**config.mk**
```make
export PLATFORM = sky130hd
export DESIGN_NAME = gdp_port
export DESIGN_NICKNAME = d
export VERILOG_FILES = /design/src/gdp_pin_sync.v /design/src/gdp_port.v
export VERILOG_INCLUDE_DIRS = /design/src
export SDC_FILE = /design/constraint.sdc
export NUM_CORES = 1
export LEC_CHECK = 0
export BUFFER_PORTS_ARGS = -buffer_cell sky130_fd_sc_hd__buf_2
export CORE_ASPECT_RATIO = 1.4
export CORE_MARGIN = 2
export CORE_UTILIZATION = 25
export CTS_CLUSTER_SIZE = 28
export DETAILED_ROUTE_END_ITERATION = 8
export PLACE_DENSITY = 0.5
export SLEW_MARGIN = 0
export SYNTH_ARGS = -nofsm -noshare
export SYNTH_HDL_FRONTEND = slang
export SYNTH_SLANG_ARGS = --single-unit
```
**constraint.sdc**
```tcl
create_clock -name core_clk -period 1.2 [get_ports core_clk]
set_clock_uncertainty 0.1 [all_clocks]
set_input_delay 0.06 -clock core_clk [delete_from_list [all_inputs] [get_ports core_clk]]
set_output_delay 0.06 -clock core_clk [all_outputs]
set_load 0.02 [all_outputs]
```
**src/gdp_defs.vh**
```
`ifndef GDP_DEFS_VH
`define GDP_DEFS_VH

`define GDP_ADDR_X_DATA 8'hC0
`define GDP_ADDR_LY_DATA 8'hC2
`define GDP_ADDR_HY_DATA 8'hC4
`define GDP_ADDR_X_DIR 8'hC6
`define GDP_ADDR_LY_DIR 8'hC7
`define GDP_ADDR_HY_DIR 8'hC8
`define GDP_ADDR_HY_ODE 8'hE4
`define GDP_ADDR_HY_ODM 8'hE5

`define GDP_MASK_MSB 15
`define GDP_MASK_LSB 8
`define GDP_DATA_MSB 7
`define GDP_DATA_LSB 0
`define GDP_HY_MASK_MSB 11
`define GDP_HY_DATA_MSB 3

`define GDP_RST_X_DATA 8'hFC
`define GDP_RST_LY_DATA 8'h00
`define GDP_RST_HY_DATA 4'h0
`define GDP_RST_X_DIR 8'h00
`define GDP_RST_LY_DIR 8'h00
`define GDP_RST_HY_DIR 4'h8
`define GDP_RST_HY_ODE 4'h8
`define GDP_RST_HY_ODM 4'h0
`define GDP_RST_MASK 8'h00
`define GDP_RST_HY_MASK 4'h0

`endif

```
**src/gdp_pin_sync.v**
```verilog
`timescale 1ns/1ns
`include "gdp_defs.vh"

// three-stage pin synchroniser; output changes once stages two and three agree
module gdp_pin_sync #(
  parameter WIDTH = 8
) (
  input wire core_clk,
  input wire rstn,
  input wire [WIDTH-1:0] pin_in,
  output reg [WIDTH-1:0] level_q
);
  reg [WIDTH-1:0] s1_q;
  reg [WIDTH-1:0] s2_q;
  reg [WIDTH-1:0] s3_q;
  integer i;

  always @(posedge core_clk or negedge rstn) begin
    if (!rstn) begin
      s1_q <= {WIDTH{1'b0}};
      s2_q <= {WIDTH{1'b0}};
      s3_q <= {WIDTH{1'b0}};
      level_q <= {WIDTH{1'b0}};
    end else begin
      s1_q <= pin_in;
      s2_q <= s1_q;
      s3_q <= s2_q;
      for (i = 0; i < WIDTH; i = i + 1) begin
        if (s2_q[i] == s3_q[i]) begin
          level_q[i] <= s3_q[i];
        end
      end
    end
  end
endmodule

```
**src/gdp_port.v**
```verilog
`timescale 1ns/1ns
`include "gdp_defs.vh"

// Function
// - An open-drain high Y-line pin drives only low when its select is 0 and only high when 1, select resets to 0.
// - A data write changes an output pin only where the matching mask bit is 1.
// - Reading a data register gives the live level of input pins regardless of mask.
// - The data field read returns sensed pin levels, not the written value.
// - X and low Y data registers hold mask in bits 15:8 and data in bits 7:0.
// - High Y data register holds mask in 11:8, data in 3:0, other bits reserved.
// - A direction bit of 0 makes the pin an input and 1 an output.
// - X data resets to 0xFC, low Y data to 0x00, and X and low Y directions to 0x00.
// - High Y direction resets to 0x08 with bits 7:4 reserved.
// - All mask bits reset to 0; each data write applies the mask field it carries, not the stored mask.
// - Each high Y-line pin's open-drain enable picks push-pull at 0 and open-drain at 1.
// - The top high Y-line pin defaults to open-drain, enable field reset 0x8.
module gdp_port (
  core_clk,
  rstn,
  reg_addr,
  reg_wr,
  reg_rd,
  reg_wdata,
  reg_rdata,
  x_line_pins_in,
  x_line_pins_out,
  x_line_pins_oe,
  low_y_line_pins_in,
  low_y_line_pins_out,
  low_y_line_pins_oe,
  high_y_line_pins_in,
  high_y_line_pins_out,
  high_y_line_pins_oe
);
  input wire core_clk;
  input wire rstn;
  input wire [7:0] reg_addr;
  input wire reg_wr;
  input wire reg_rd;
  input wire [15:0] reg_wdata;
  output reg [15:0] reg_rdata;
  input wire [7:0] x_line_pins_in;
  output reg [7:0] x_line_pins_out;
  output reg [7:0] x_line_pins_oe;
  input wire [7:0] low_y_line_pins_in;
  output reg [7:0] low_y_line_pins_out;
  output reg [7:0] low_y_line_pins_oe;
  input wire [3:0] high_y_line_pins_in;
  output reg [3:0] high_y_line_pins_out;
  output reg [3:0] high_y_line_pins_oe;

  reg [7:0] x_data_q;
  reg [7:0] ly_data_q;
  reg [3:0] hy_data_q;
  reg [7:0] x_write_mask_q;
  reg [7:0] low_y_write_mask_q;
  reg [3:0] high_y_write_mask_q;
  reg [7:0] x_direction_bits_q;
  reg [7:0] low_y_direction_bits_q;
  reg [3:0] high_y_direction_bits_q;
  reg [3:0] open_drain_enable_q;
  reg [3:0] drain_source_select_q;
  reg [15:0] rdata_d;
  reg [3:0] hy_out_d;
  reg [3:0] hy_oe_d;
  wire [19:0] sensed;
  wire [7:0] x_sensed;
  wire [7:0] ly_sensed;
  wire [3:0] hy_sensed;
  reg [7:0] x_data_d;
  reg [7:0] ly_data_d;
  reg [3:0] hy_data_d;
  reg [7:0] x_write_mask_d;
  reg [7:0] low_y_write_mask_d;
  reg [3:0] high_y_write_mask_d;
  reg [7:0] x_direction_bits_d;
  reg [7:0] low_y_direction_bits_d;
  reg [3:0] high_y_direction_bits_d;
  reg [3:0] open_drain_enable_d;
  reg [3:0] drain_source_select_d;
  reg [7:0] x_out_d;
  reg [7:0] x_oe_d;
  reg [7:0] ly_out_d;
  reg [7:0] ly_oe_d;
  wire wr_x_data;
  wire wr_ly_data;
  wire wr_hy_data;
  wire wr_x_dir;
  wire wr_ly_dir;
  wire wr_hy_dir;
  wire wr_hy_ode;
  wire wr_hy_odm;
  integer i;

  gdp_pin_sync #(
    .WIDTH(20)
  ) u_sync (
    .core_clk(core_clk),
    .rstn(rstn),
    .pin_in({high_y_line_pins_in, low_y_line_pins_in, x_line_pins_in}),
    .level_q(sensed)
  );

  assign x_sensed = sensed[7:0];
  assign ly_sensed = sensed[15:8];
  assign hy_sensed = sensed[19:16];

  // merge written data under the mask
  function [7:0] masked_merge;
    input [7:0] old_val;
    input [7:0] new_val;
    input [7:0] mask;
    begin
      masked_merge = (old_val & ~mask) | (new_val & mask);
    end
  endfunction

  // four-bit variant for the high Y-line group
  function [3:0] masked_merge4;
    input [3:0] old_val;
    input [3:0] new_val;
    input [3:0] mask;
    begin
      masked_merge4 = (old_val & ~mask) | (new_val & mask);
    end
  endfunction

  // address match for one register
  function reg_hit;
    input [7:0] addr;
    input [7:0] target;
    begin
      reg_hit = (addr == target);
    end
  endfunction

  // one write strobe per register
  assign wr_x_data = reg_wr & reg_hit(reg_addr, `GDP_ADDR_X_DATA);
  assign wr_ly_data = reg_wr & reg_hit(reg_addr, `GDP_ADDR_LY_DATA);
  assign wr_hy_data = reg_wr & reg_hit(reg_addr, `GDP_ADDR_HY_DATA);
  assign wr_x_dir = reg_wr & reg_hit(reg_addr, `GDP_ADDR_X_DIR);
  assign wr_ly_dir = reg_wr & reg_hit(reg_addr, `GDP_ADDR_LY_DIR);
  assign wr_hy_dir = reg_wr & reg_hit(reg_addr, `GDP_ADDR_HY_DIR);
  assign wr_hy_ode = reg_wr & reg_hit(reg_addr, `GDP_ADDR_HY_ODE);
  assign wr_hy_odm = reg_wr & reg_hit(reg_addr, `GDP_ADDR_HY_ODM);

  // register next values
  always @* begin
    x_data_d = x_data_q;
    ly_data_d = ly_data_q;
    hy_data_d = hy_data_q;
    x_write_mask_d = x_write_mask_q;
    low_y_write_mask_d = low_y_write_mask_q;
    high_y_write_mask_d = high_y_write_mask_q;
    x_direction_bits_d = x_direction_bits_q;
    low_y_direction_bits_d = low_y_direction_bits_q;
    high_y_direction_bits_d = high_y_direction_bits_q;
    open_drain_enable_d = open_drain_enable_q;
    drain_source_select_d = drain_source_select_q;
    if (wr_x_data) begin
      x_write_mask_d = reg_wdata[`GDP_MASK_MSB:`GDP_MASK_LSB];
      x_data_d = masked_merge(x_data_q,
        reg_wdata[`GDP_DATA_MSB:`GDP_DATA_LSB],
        reg_wdata[`GDP_MASK_MSB:`GDP_MASK_LSB]);
    end
    if (wr_ly_data) begin
      low_y_write_mask_d = reg_wdata[`GDP_MASK_MSB:`GDP_MASK_LSB];
      ly_data_d = masked_merge(ly_data_q,
        reg_wdata[`GDP_DATA_MSB:`GDP_DATA_LSB],
        reg_wdata[`GDP_MASK_MSB:`GDP_MASK_LSB]);
    end
    if (wr_hy_data) begin
      high_y_write_mask_d = reg_wdata[`GDP_HY_MASK_MSB:`GDP_MASK_LSB];
      hy_data_d = masked_merge4(hy_data_q,
        reg_wdata[`GDP_HY_DATA_MSB:`GDP_DATA_LSB],
        reg_wdata[`GDP_HY_MASK_MSB:`GDP_MASK_LSB]);
    end
    if (wr_x_dir) begin
      x_direction_bits_d = reg_wdata[`GDP_DATA_MSB:`GDP_DATA_LSB];
    end
    if (wr_ly_dir) begin
      low_y_direction_bits_d = reg_wdata[`GDP_DATA_MSB:`GDP_DATA_LSB];
    end
    if (wr_hy_dir) begin
      high_y_direction_bits_d = reg_wdata[`GDP_HY_DATA_MSB:`GDP_DATA_LSB];
    end
    if (wr_hy_ode) begin
      open_drain_enable_d = reg_wdata[`GDP_HY_DATA_MSB:`GDP_DATA_LSB];
    end
    if (wr_hy_odm) begin
      drain_source_select_d = reg_wdata[`GDP_HY_DATA_MSB:`GDP_DATA_LSB];
    end
  end

  // output latch and config registers
  always @(posedge core_clk or negedge rstn) begin
    if (!rstn) begin
      x_data_q <= `GDP_RST_X_DATA;
      ly_data_q <= `GDP_RST_LY_DATA;
      hy_data_q <= `GDP_RST_HY_DATA;
      x_write_mask_q <= `GDP_RST_MASK;
      low_y_write_mask_q <= `GDP_RST_MASK;
      high_y_write_mask_q <= `GDP_RST_HY_MASK;
      x_direction_bits_q <= `GDP_RST_X_DIR;
      low_y_direction_bits_q <= `GDP_RST_LY_DIR;
      high_y_direction_bits_q <= `GDP_RST_HY_DIR;
      open_drain_enable_q <= `GDP_RST_HY_ODE;
      drain_source_select_q <= `GDP_RST_HY_ODM;
    end else begin
      x_data_q <= x_data_d;
      ly_data_q <= ly_data_d;
      hy_data_q <= hy_data_d;
      x_write_mask_q <= x_write_mask_d;
      low_y_write_mask_q <= low_y_write_mask_d;
      high_y_write_mask_q <= high_y_write_mask_d;
      x_direction_bits_q <= x_direction_bits_d;
      low_y_direction_bits_q <= low_y_direction_bits_d;
      high_y_direction_bits_q <= high_y_direction_bits_d;
      open_drain_enable_q <= open_drain_enable_d;
      drain_source_select_q <= drain_source_select_d;
    end
  end

  // read mux
  always @* begin
    rdata_d = 16'h0000;
    case (reg_addr)
      `GDP_ADDR_X_DATA: rdata_d = {x_write_mask_q, x_sensed};
      `GDP_ADDR_LY_DATA: rdata_d = {low_y_write_mask_q, ly_sensed};
      `GDP_ADDR_HY_DATA: rdata_d = {4'h0, high_y_write_mask_q, 4'h0,
        hy_sensed};
      `GDP_ADDR_X_DIR: rdata_d = {8'h00, x_direction_bits_q};
      `GDP_ADDR_LY_DIR: rdata_d = {8'h00, low_y_direction_bits_q};
      `GDP_ADDR_HY_DIR: rdata_d = {12'h000, high_y_direction_bits_q};
      `GDP_ADDR_HY_ODE: rdata_d = {12'h000, open_drain_enable_q};
      `GDP_ADDR_HY_ODM: rdata_d = {12'h000, drain_source_select_q};
      default: rdata_d = 16'h0000;
    endcase
  end

  // high Y-line driver selection
  always @* begin
    hy_out_d = hy_data_q;
    hy_oe_d = 4'h0;
    for (i = 0; i < 4; i = i + 1) begin
      if (!high_y_direction_bits_q[i]) begin
        hy_oe_d[i] = 1'b0;
      end else if (!open_drain_enable_q[i]) begin
        hy_oe_d[i] = 1'b1;
      end else begin
        hy_out_d[i] = drain_source_select_q[i];
        hy_oe_d[i] = (hy_data_q[i] == drain_source_select_q[i]);
      end
    end
  end

  // direction gates drive
  // x and low Y lines are always push-pull
  always @* begin
    x_out_d = x_data_q;
    x_oe_d = x_direction_bits_q;
    ly_out_d = ly_data_q;
    ly_oe_d = low_y_direction_bits_q;
  end

  // registered pin and read outputs
  always @(posedge core_clk or negedge rstn) begin
    if (!rstn) begin
      reg_rdata <= 16'h0000;
      x_line_pins_out <= 8'h00;
      x_line_pins_oe <= 8'h00;
      low_y_line_pins_out <= 8'h00;
      low_y_line_pins_oe <= 8'h00;
      high_y_line_pins_out <= 4'h0;
      high_y_line_pins_oe <= 4'h0;
    end else begin
      if (reg_rd) begin
        reg_rdata <= rdata_d;
      end
      x_line_pins_out <= x_out_d;
      x_line_pins_oe <= x_oe_d;
      low_y_line_pins_out <= ly_out_d;
      low_y_line_pins_oe <= ly_oe_d;
      high_y_line_pins_out <= hy_out_d;
      high_y_line_pins_oe <= hy_oe_d;
    end
  end
endmodule

```
* Word level (Yosys, flattened, before mapping)
Index checks and enable logic that the tools add are counted.
Cells by class: add/sub/neg operators 0, $mul 0, divide/modulo/power cells 0, magnitude comparators 0, equality and inequality tests 32, shift-type cells 0, mux-type cells 17, bitwise operators 18, reductions and logical operators 0
Operator list (number):
- one-hot mux 16 bit (8 select lines) | 1
- == test 8 bit, second input constant | 8
- bitwise AND 8 bit | 3
- == test 1 bit | 24
- two-way mux 1 bit | 16
- OR 8 bit | 2
- bitwise AND 1 bit | 8
- bitwise AND 4 bit | 2
- NOT 8 bit | 1
- NOT 4 bit | 1
- OR 4 bit | 1
Storage, ports and cells: register bits after elaboration 204, latch bits 0, bits in writable memories 0, memory bits (read-only) 0, input port bits 48, output and inout bits 56, memories 0

* Depth between registers and ports, before layout
depth in word-level cells 3, mapped depth 6, mapped depth without buffers 4

* Hierarchy
From an unflattened synthesis, not the netlist that was laid out.
Second synthesis, totals: cells, all modules 491, area total of the unflattened synthesis 7253.2 um2
By module, submodules not included:
- gdp_port | times used 1, cells each 391, area an instance 5026.1 um2, seq. area each 3113.0 um2
- gdp_pin_sync | times used 1, cells each 100, area an instance 2227.1 um2, seq. area each 2001.9 um2

* Worst setup path before layout
Ideal clock, no wire load.
path type input to register, from input reg_addr[2], to register with a tool-made name, setup time 0.125 ns, arrival 1.425 ns, data required time 0.975 ns, setup slack -0.450 ns, stages 6, cell sequence buf_6 or3_4 nor4_4 buf_6 nand2_4 mux2_4
RTL lines:
- from (decl) | RTL line gdp_port.v:37 | input wire [7:0] reg_addr;

* Worst setup path in the final report
from register low_y_direction_bits_q[5], to register reg_rdata[5]
On the way: cells in the longest elaborated chain, start to end 1
RTL lines:
- from (decl) | RTL line gdp_port.v:59 | reg [7:0] low_y_direction_bits_q;
- from (signal assigned) | RTL line gdp_port.v:205 | low_y_direction_bits_q <= `GDP_RST_LY_DIR;
- from (signal assigned) | RTL line gdp_port.v:217 | low_y_direction_bits_q <= low_y_direction_bits_d;
- one-hot mux 16 bit (8 select lines) | RTL line gdp_port.v:227 | case (reg_addr)
- to (signal assigned) | RTL line gdp_port.v:278 | reg_rdata <= rdata_d;
- to (decl) | RTL line gdp_port.v:41 | output reg [15:0] reg_rdata;
No other way between the ends. A chain may end at the register's enable or synchronous reset.

==> metrics.txt <==
Routability Congestion=about 0.81; sum of routed wire length over all layers=around 17000 um; FF-to-FF path depth=4; CTS root buffer=clkbuf_16; combinational share of power=~8%; tightest hold margin=-106.0 ps; clock insertion delay at the later pin of the skew report=roughly 500 ps; average cell area after synthesis=roughly 15 um^2; switching share of power=between 20% and 30%; post-route non-filler standard cell count=1114; run status=complete, but fails checks; kind of critical path=reg -> reg; endpoint kind of the worst setup timing path=register; vertical extent of the die=~210 um; remaining max-slew budget at the tightest pin=between 70% and 80%; WL per Instance=15.41 um; Worst Tran Pin Value=around 340 ps; Net Sw Power=about 3.4 mW; Max stage delay cell, worst path=dfrtp_1; Num Clock Sinks=approximately 200; number of buffers created by CTS=21; cell family contributing the most delay on the critical path=compound AO/OA/AOI/OAI gates; router iterations before antenna repair=4; fraction of the yosys area taken by sequential cells=a little over two thirds; setup repair after global routing missed its margin=yes; Final Slew Violations=0; max-capacitance violation count=0; detailed placer's ending HPWL=12310 um; Boundary Pins=between 100 and 150; worst hold stages=4; worst setup slack for register-to-register paths=-140 ps; final instance area=10360 um^2; CTS tree=yes; Fill cells=2813; global-route total usage across every layer=11.37%; Via density=slightly above 4; Final ANT Viol Nets=0; final number of hold-violating endpoints=16; violations in the final reports=negative hold slack, negative setup slack; combined area of all synthesized cells=7246 um^2; buffer depth of the longest clock path=3; Tmin final=between 1000 and 1500 ps; Setup crit start kind=register; total cell area at the placement stage=8831 um^2; worst setup slack before clock tree synthesis=-487.7 ps; row count=73; cell count after placement=~1000; effective utilization at floorplan=about a quarter; hold buffer count at cts=38; final standard cell utilization of the core=between 30% and 40%; Synth Register Bits=slightly above 200; critical path data required time=approximately 1500 ps; total number of vias=about 4600; Critical Path Max Stage Delay=around 380 ps; Max IR drop VDD=between 1000 and 1500 uV; H-Tree Level Count=1; wire length of the first global-routing pass=~27000 um; crit path setup slack, layout=-136.3 ps; First DRT Iteration DRCs=roughly 150; Power per Cell Area=1475 nW/um^2; total grt overflow=0; maximum number of pins on one net before global-route repair=50; number of remaining DRC errors=0; Die Span X=between 100 and 150 um; Synth Instances=between 400 and 500; Crit. path cell count=4; Buffers on Ports=slightly above 100; synth unique cells=45; buffers plus inverters on the worst setup path=0; top fanout value on the critical path=2; Max Fclk=around 750 MHz; antenna violations before repair=1; via count of the first global-routing pass=4822; total area of sequential cells=5115 um^2; CP arrival=approximately 1600 ps; Period Utilization, post-route=111.4%; die outline area=30380 um^2; sequence of cells on the critical path=mux2_2 > a32o_1 > a22oi_2 > a21oi_1; core region area=28500 um^2; clock share of power=~43%; clock-pin slew of the registers on the worst-case setup and hold paths=60 ps; post-layout net count=771; Multi-input gate area=2108 um^2; Post-Synthesis Net Count=533; share of power burned in registers=48.8%; cell internal pwr=11.89 mW; path type of the worst min-delay path=in -> reg; yosys warns=0; final-report setup violation count=11; synthesis-to-finish area growth=43.00%; Leakage Power=4.940 nW; share of post-route cells with drive strength above 1=43.22%
## cell usage in the layout, fill, tap and decap left out, types with 4 or more instances in the layout
cell type / instances
a21boi_0: 6
a21oi_1: 11
a22oi_1: 8
a22oi_2: 4
a31oi_1: 4
and3_1: 5
buf_12: 5
buf_2: 60
buf_4: 83
buf_6: 42
clkbuf_1: 8
clkbuf_16: 21
dfrtp_1: 196
dfstp_2: 8
dlygate4sd3_1: 38
inv_1: 21
maj3_1: 20
mux2_2: 48
mux2_4: 8
mux2i_1: 9
nand2_1: 23
nand2b_1: 5
nor2_1: 15
nor3_1: 5
o21ai_0: 16
o21ai_1: 8
o2bb2ai_1: 4
o32ai_2: 4
xor2_1: 4
## registers in the layout, indices dropped and copies added, names as in the netlist, 8 cells and up, named ones only
register and count:
x_direction_bits_q 8, x_line_pins_out 8, low_y_line_pins_oe 8, low_y_write_mask_q 8, u_sync.s3_q 20, x_write_mask_q 8, x_line_pins_oe 8, low_y_direction_bits_q 8
u_sync.s2_q 20, reg_rdata 16, u_sync.level_q 20, u_sync.s1_q 20, low_y_line_pins_out 8
## layout make-up
class / count / share of cell area [%]
multi-input combinational: 246 / 20.35
clock buffer: 31 / 5.627
antenna: 1 / 0.02415
timing repair buffer: 229 / 18.25
inverter: 21 / 0.7608
sequential: 204 / 49.37
clock inverter: 7 / 1.099
tap: 375 / 4.528
## what timing repair did
item / 4_1_cts / 5_1_grt
buffers inserted: 5 / 8
setup endpoints to repair: 39 / 46
pin swaps: 5 / 12
resized for setup: 75 / 32
hold endpoints to repair: 296 / 16
## per-stage QoR
| stage | hold slack, ps | TNS (ps) | total power, mW |
|---|---|---|---|
| global placement | -125.4 | -28560 | 8.576 |
| floorplan | -335.6 | -16930 | 7.968 |
| finish | -106.0 | -568.0 | 15.28 |
| detailed placement | -128.6 | -29960 | 8.597 |
| global route | -86.67 | -1592 | 15.98 |
| CTS | -99.67 | -1038 | 15.53 |
## layer usage
layer	vias up	part of all wire, %	GRT usage (%)	wire, um
met2	90	51	20.18	8791
li1	2187	-	-	-
met1	2254	43	14.29	7335
met4	0	1.5	2.789	256
met5	-	0	0	0
met3	19	4.5	2.195	779
## synthesized netlist by cell type
cell / count / share of area [%]
nand4_1: 2 / 0.17
o21ai_0: 24 / 1.7
mux2_2: 54 / 8.4
nor2b_1: 1 / 0.086
or4bb_1: 1 / 0.16
nand2_4: 2 / 0.31
nand4bb_1: 1 / 0.16
inv_1: 21 / 1.1
and3b_1: 1 / 0.12
nor2_1: 16 / 0.83
nor4_4: 1 / 0.29
buf_4: 1 / 0.10
nand3b_1: 1 / 0.10
xor2_1: 4 / 0.48
nor4bb_1: 1 / 0.14
a31oi_1: 4 / 0.35
nor3_1: 7 / 0.48
clkbuf_1: 4 / 0.21
nand2_1: 26 / 1.3
dfstp_2: 8 / 2.9
and4bb_2: 1 / 0.17
o32ai_1: 4 / 0.48
buf_6: 3 / 0.47
a21oi_1: 12 / 0.83
nand3_1: 1 / 0.069
a22oi_1: 12 / 1.2
and4b_1: 1 / 0.14
o311ai_0: 1 / 0.12
mux2i_1: 12 / 1.7
nand2b_1: 5 / 0.43
or3_4: 1 / 0.16
o21a_1: 1 / 0.10
nand4b_1: 1 / 0.12
nor3_2: 1 / 0.14
maj3_1: 20 / 2.8
dfrtp_1: 196 / 68
o2bb2ai_1: 4 / 0.48
a21boi_0: 8 / 0.83
nor3_4: 2 / 0.45
or4b_1: 1 / 0.14
buf_2: 6 / 0.41
nor4b_4: 1 / 0.33
a32o_1: 4 / 0.55
mux2_4: 2 / 0.41
and3_1: 5 / 0.43
## final timing paths
path,start,endpoint
setup / recovery,low_y_direction_bits_q[5],reg_rdata[5]
hold / removal,reg_addr[1],high_y_write_mask_q[1]
setup reg to reg,low_y_direction_bits_q[5],reg_rdata[5]
hold reg to reg,u_sync.s1_q[3],u_sync.s2_q[3]
max in group asynchronous,rstn,async pin
min in group asynchronous,rstn,u_sync.level_q[14]
## power by group through the flow
| stage | sequential [mW] | clock [mW] | combinational (mW) |
|---|---|---|---|
| after CTS | 7.46 | 6.85 | 1.22 |
| after floorplan | 7.61 | 0 | 0.356 |
| after global placement | 7.56 | 0 | 1.02 |
| after detailed placement | 7.57 | 0 | 1.03 |
| final | 7.45 | 6.60 | 1.23 |
| after global routing | 7.49 | 7.13 | 1.35 |
## cells by family (layout without fill, tap and decap cells)
family	count (synthesis)	in the layout	synth area share, %
other cells	0	1	0
fa+ha+maj	20	20	2.763
mux	68	68	10.46
compound gates	74	74	6.648
buf+inv	35	288	2.279
simple gates	80	80	6.769
flops	204	204	70.59
xor+xnor	4	4	0.4835
## worst register-to-register path, delay by kind of cell (launching register included)
family	cells	cell delay, ps
mux	1	280
flops	1	380
compound gates	3	460
No activity file was read; power rests on OpenSTA's default activity.
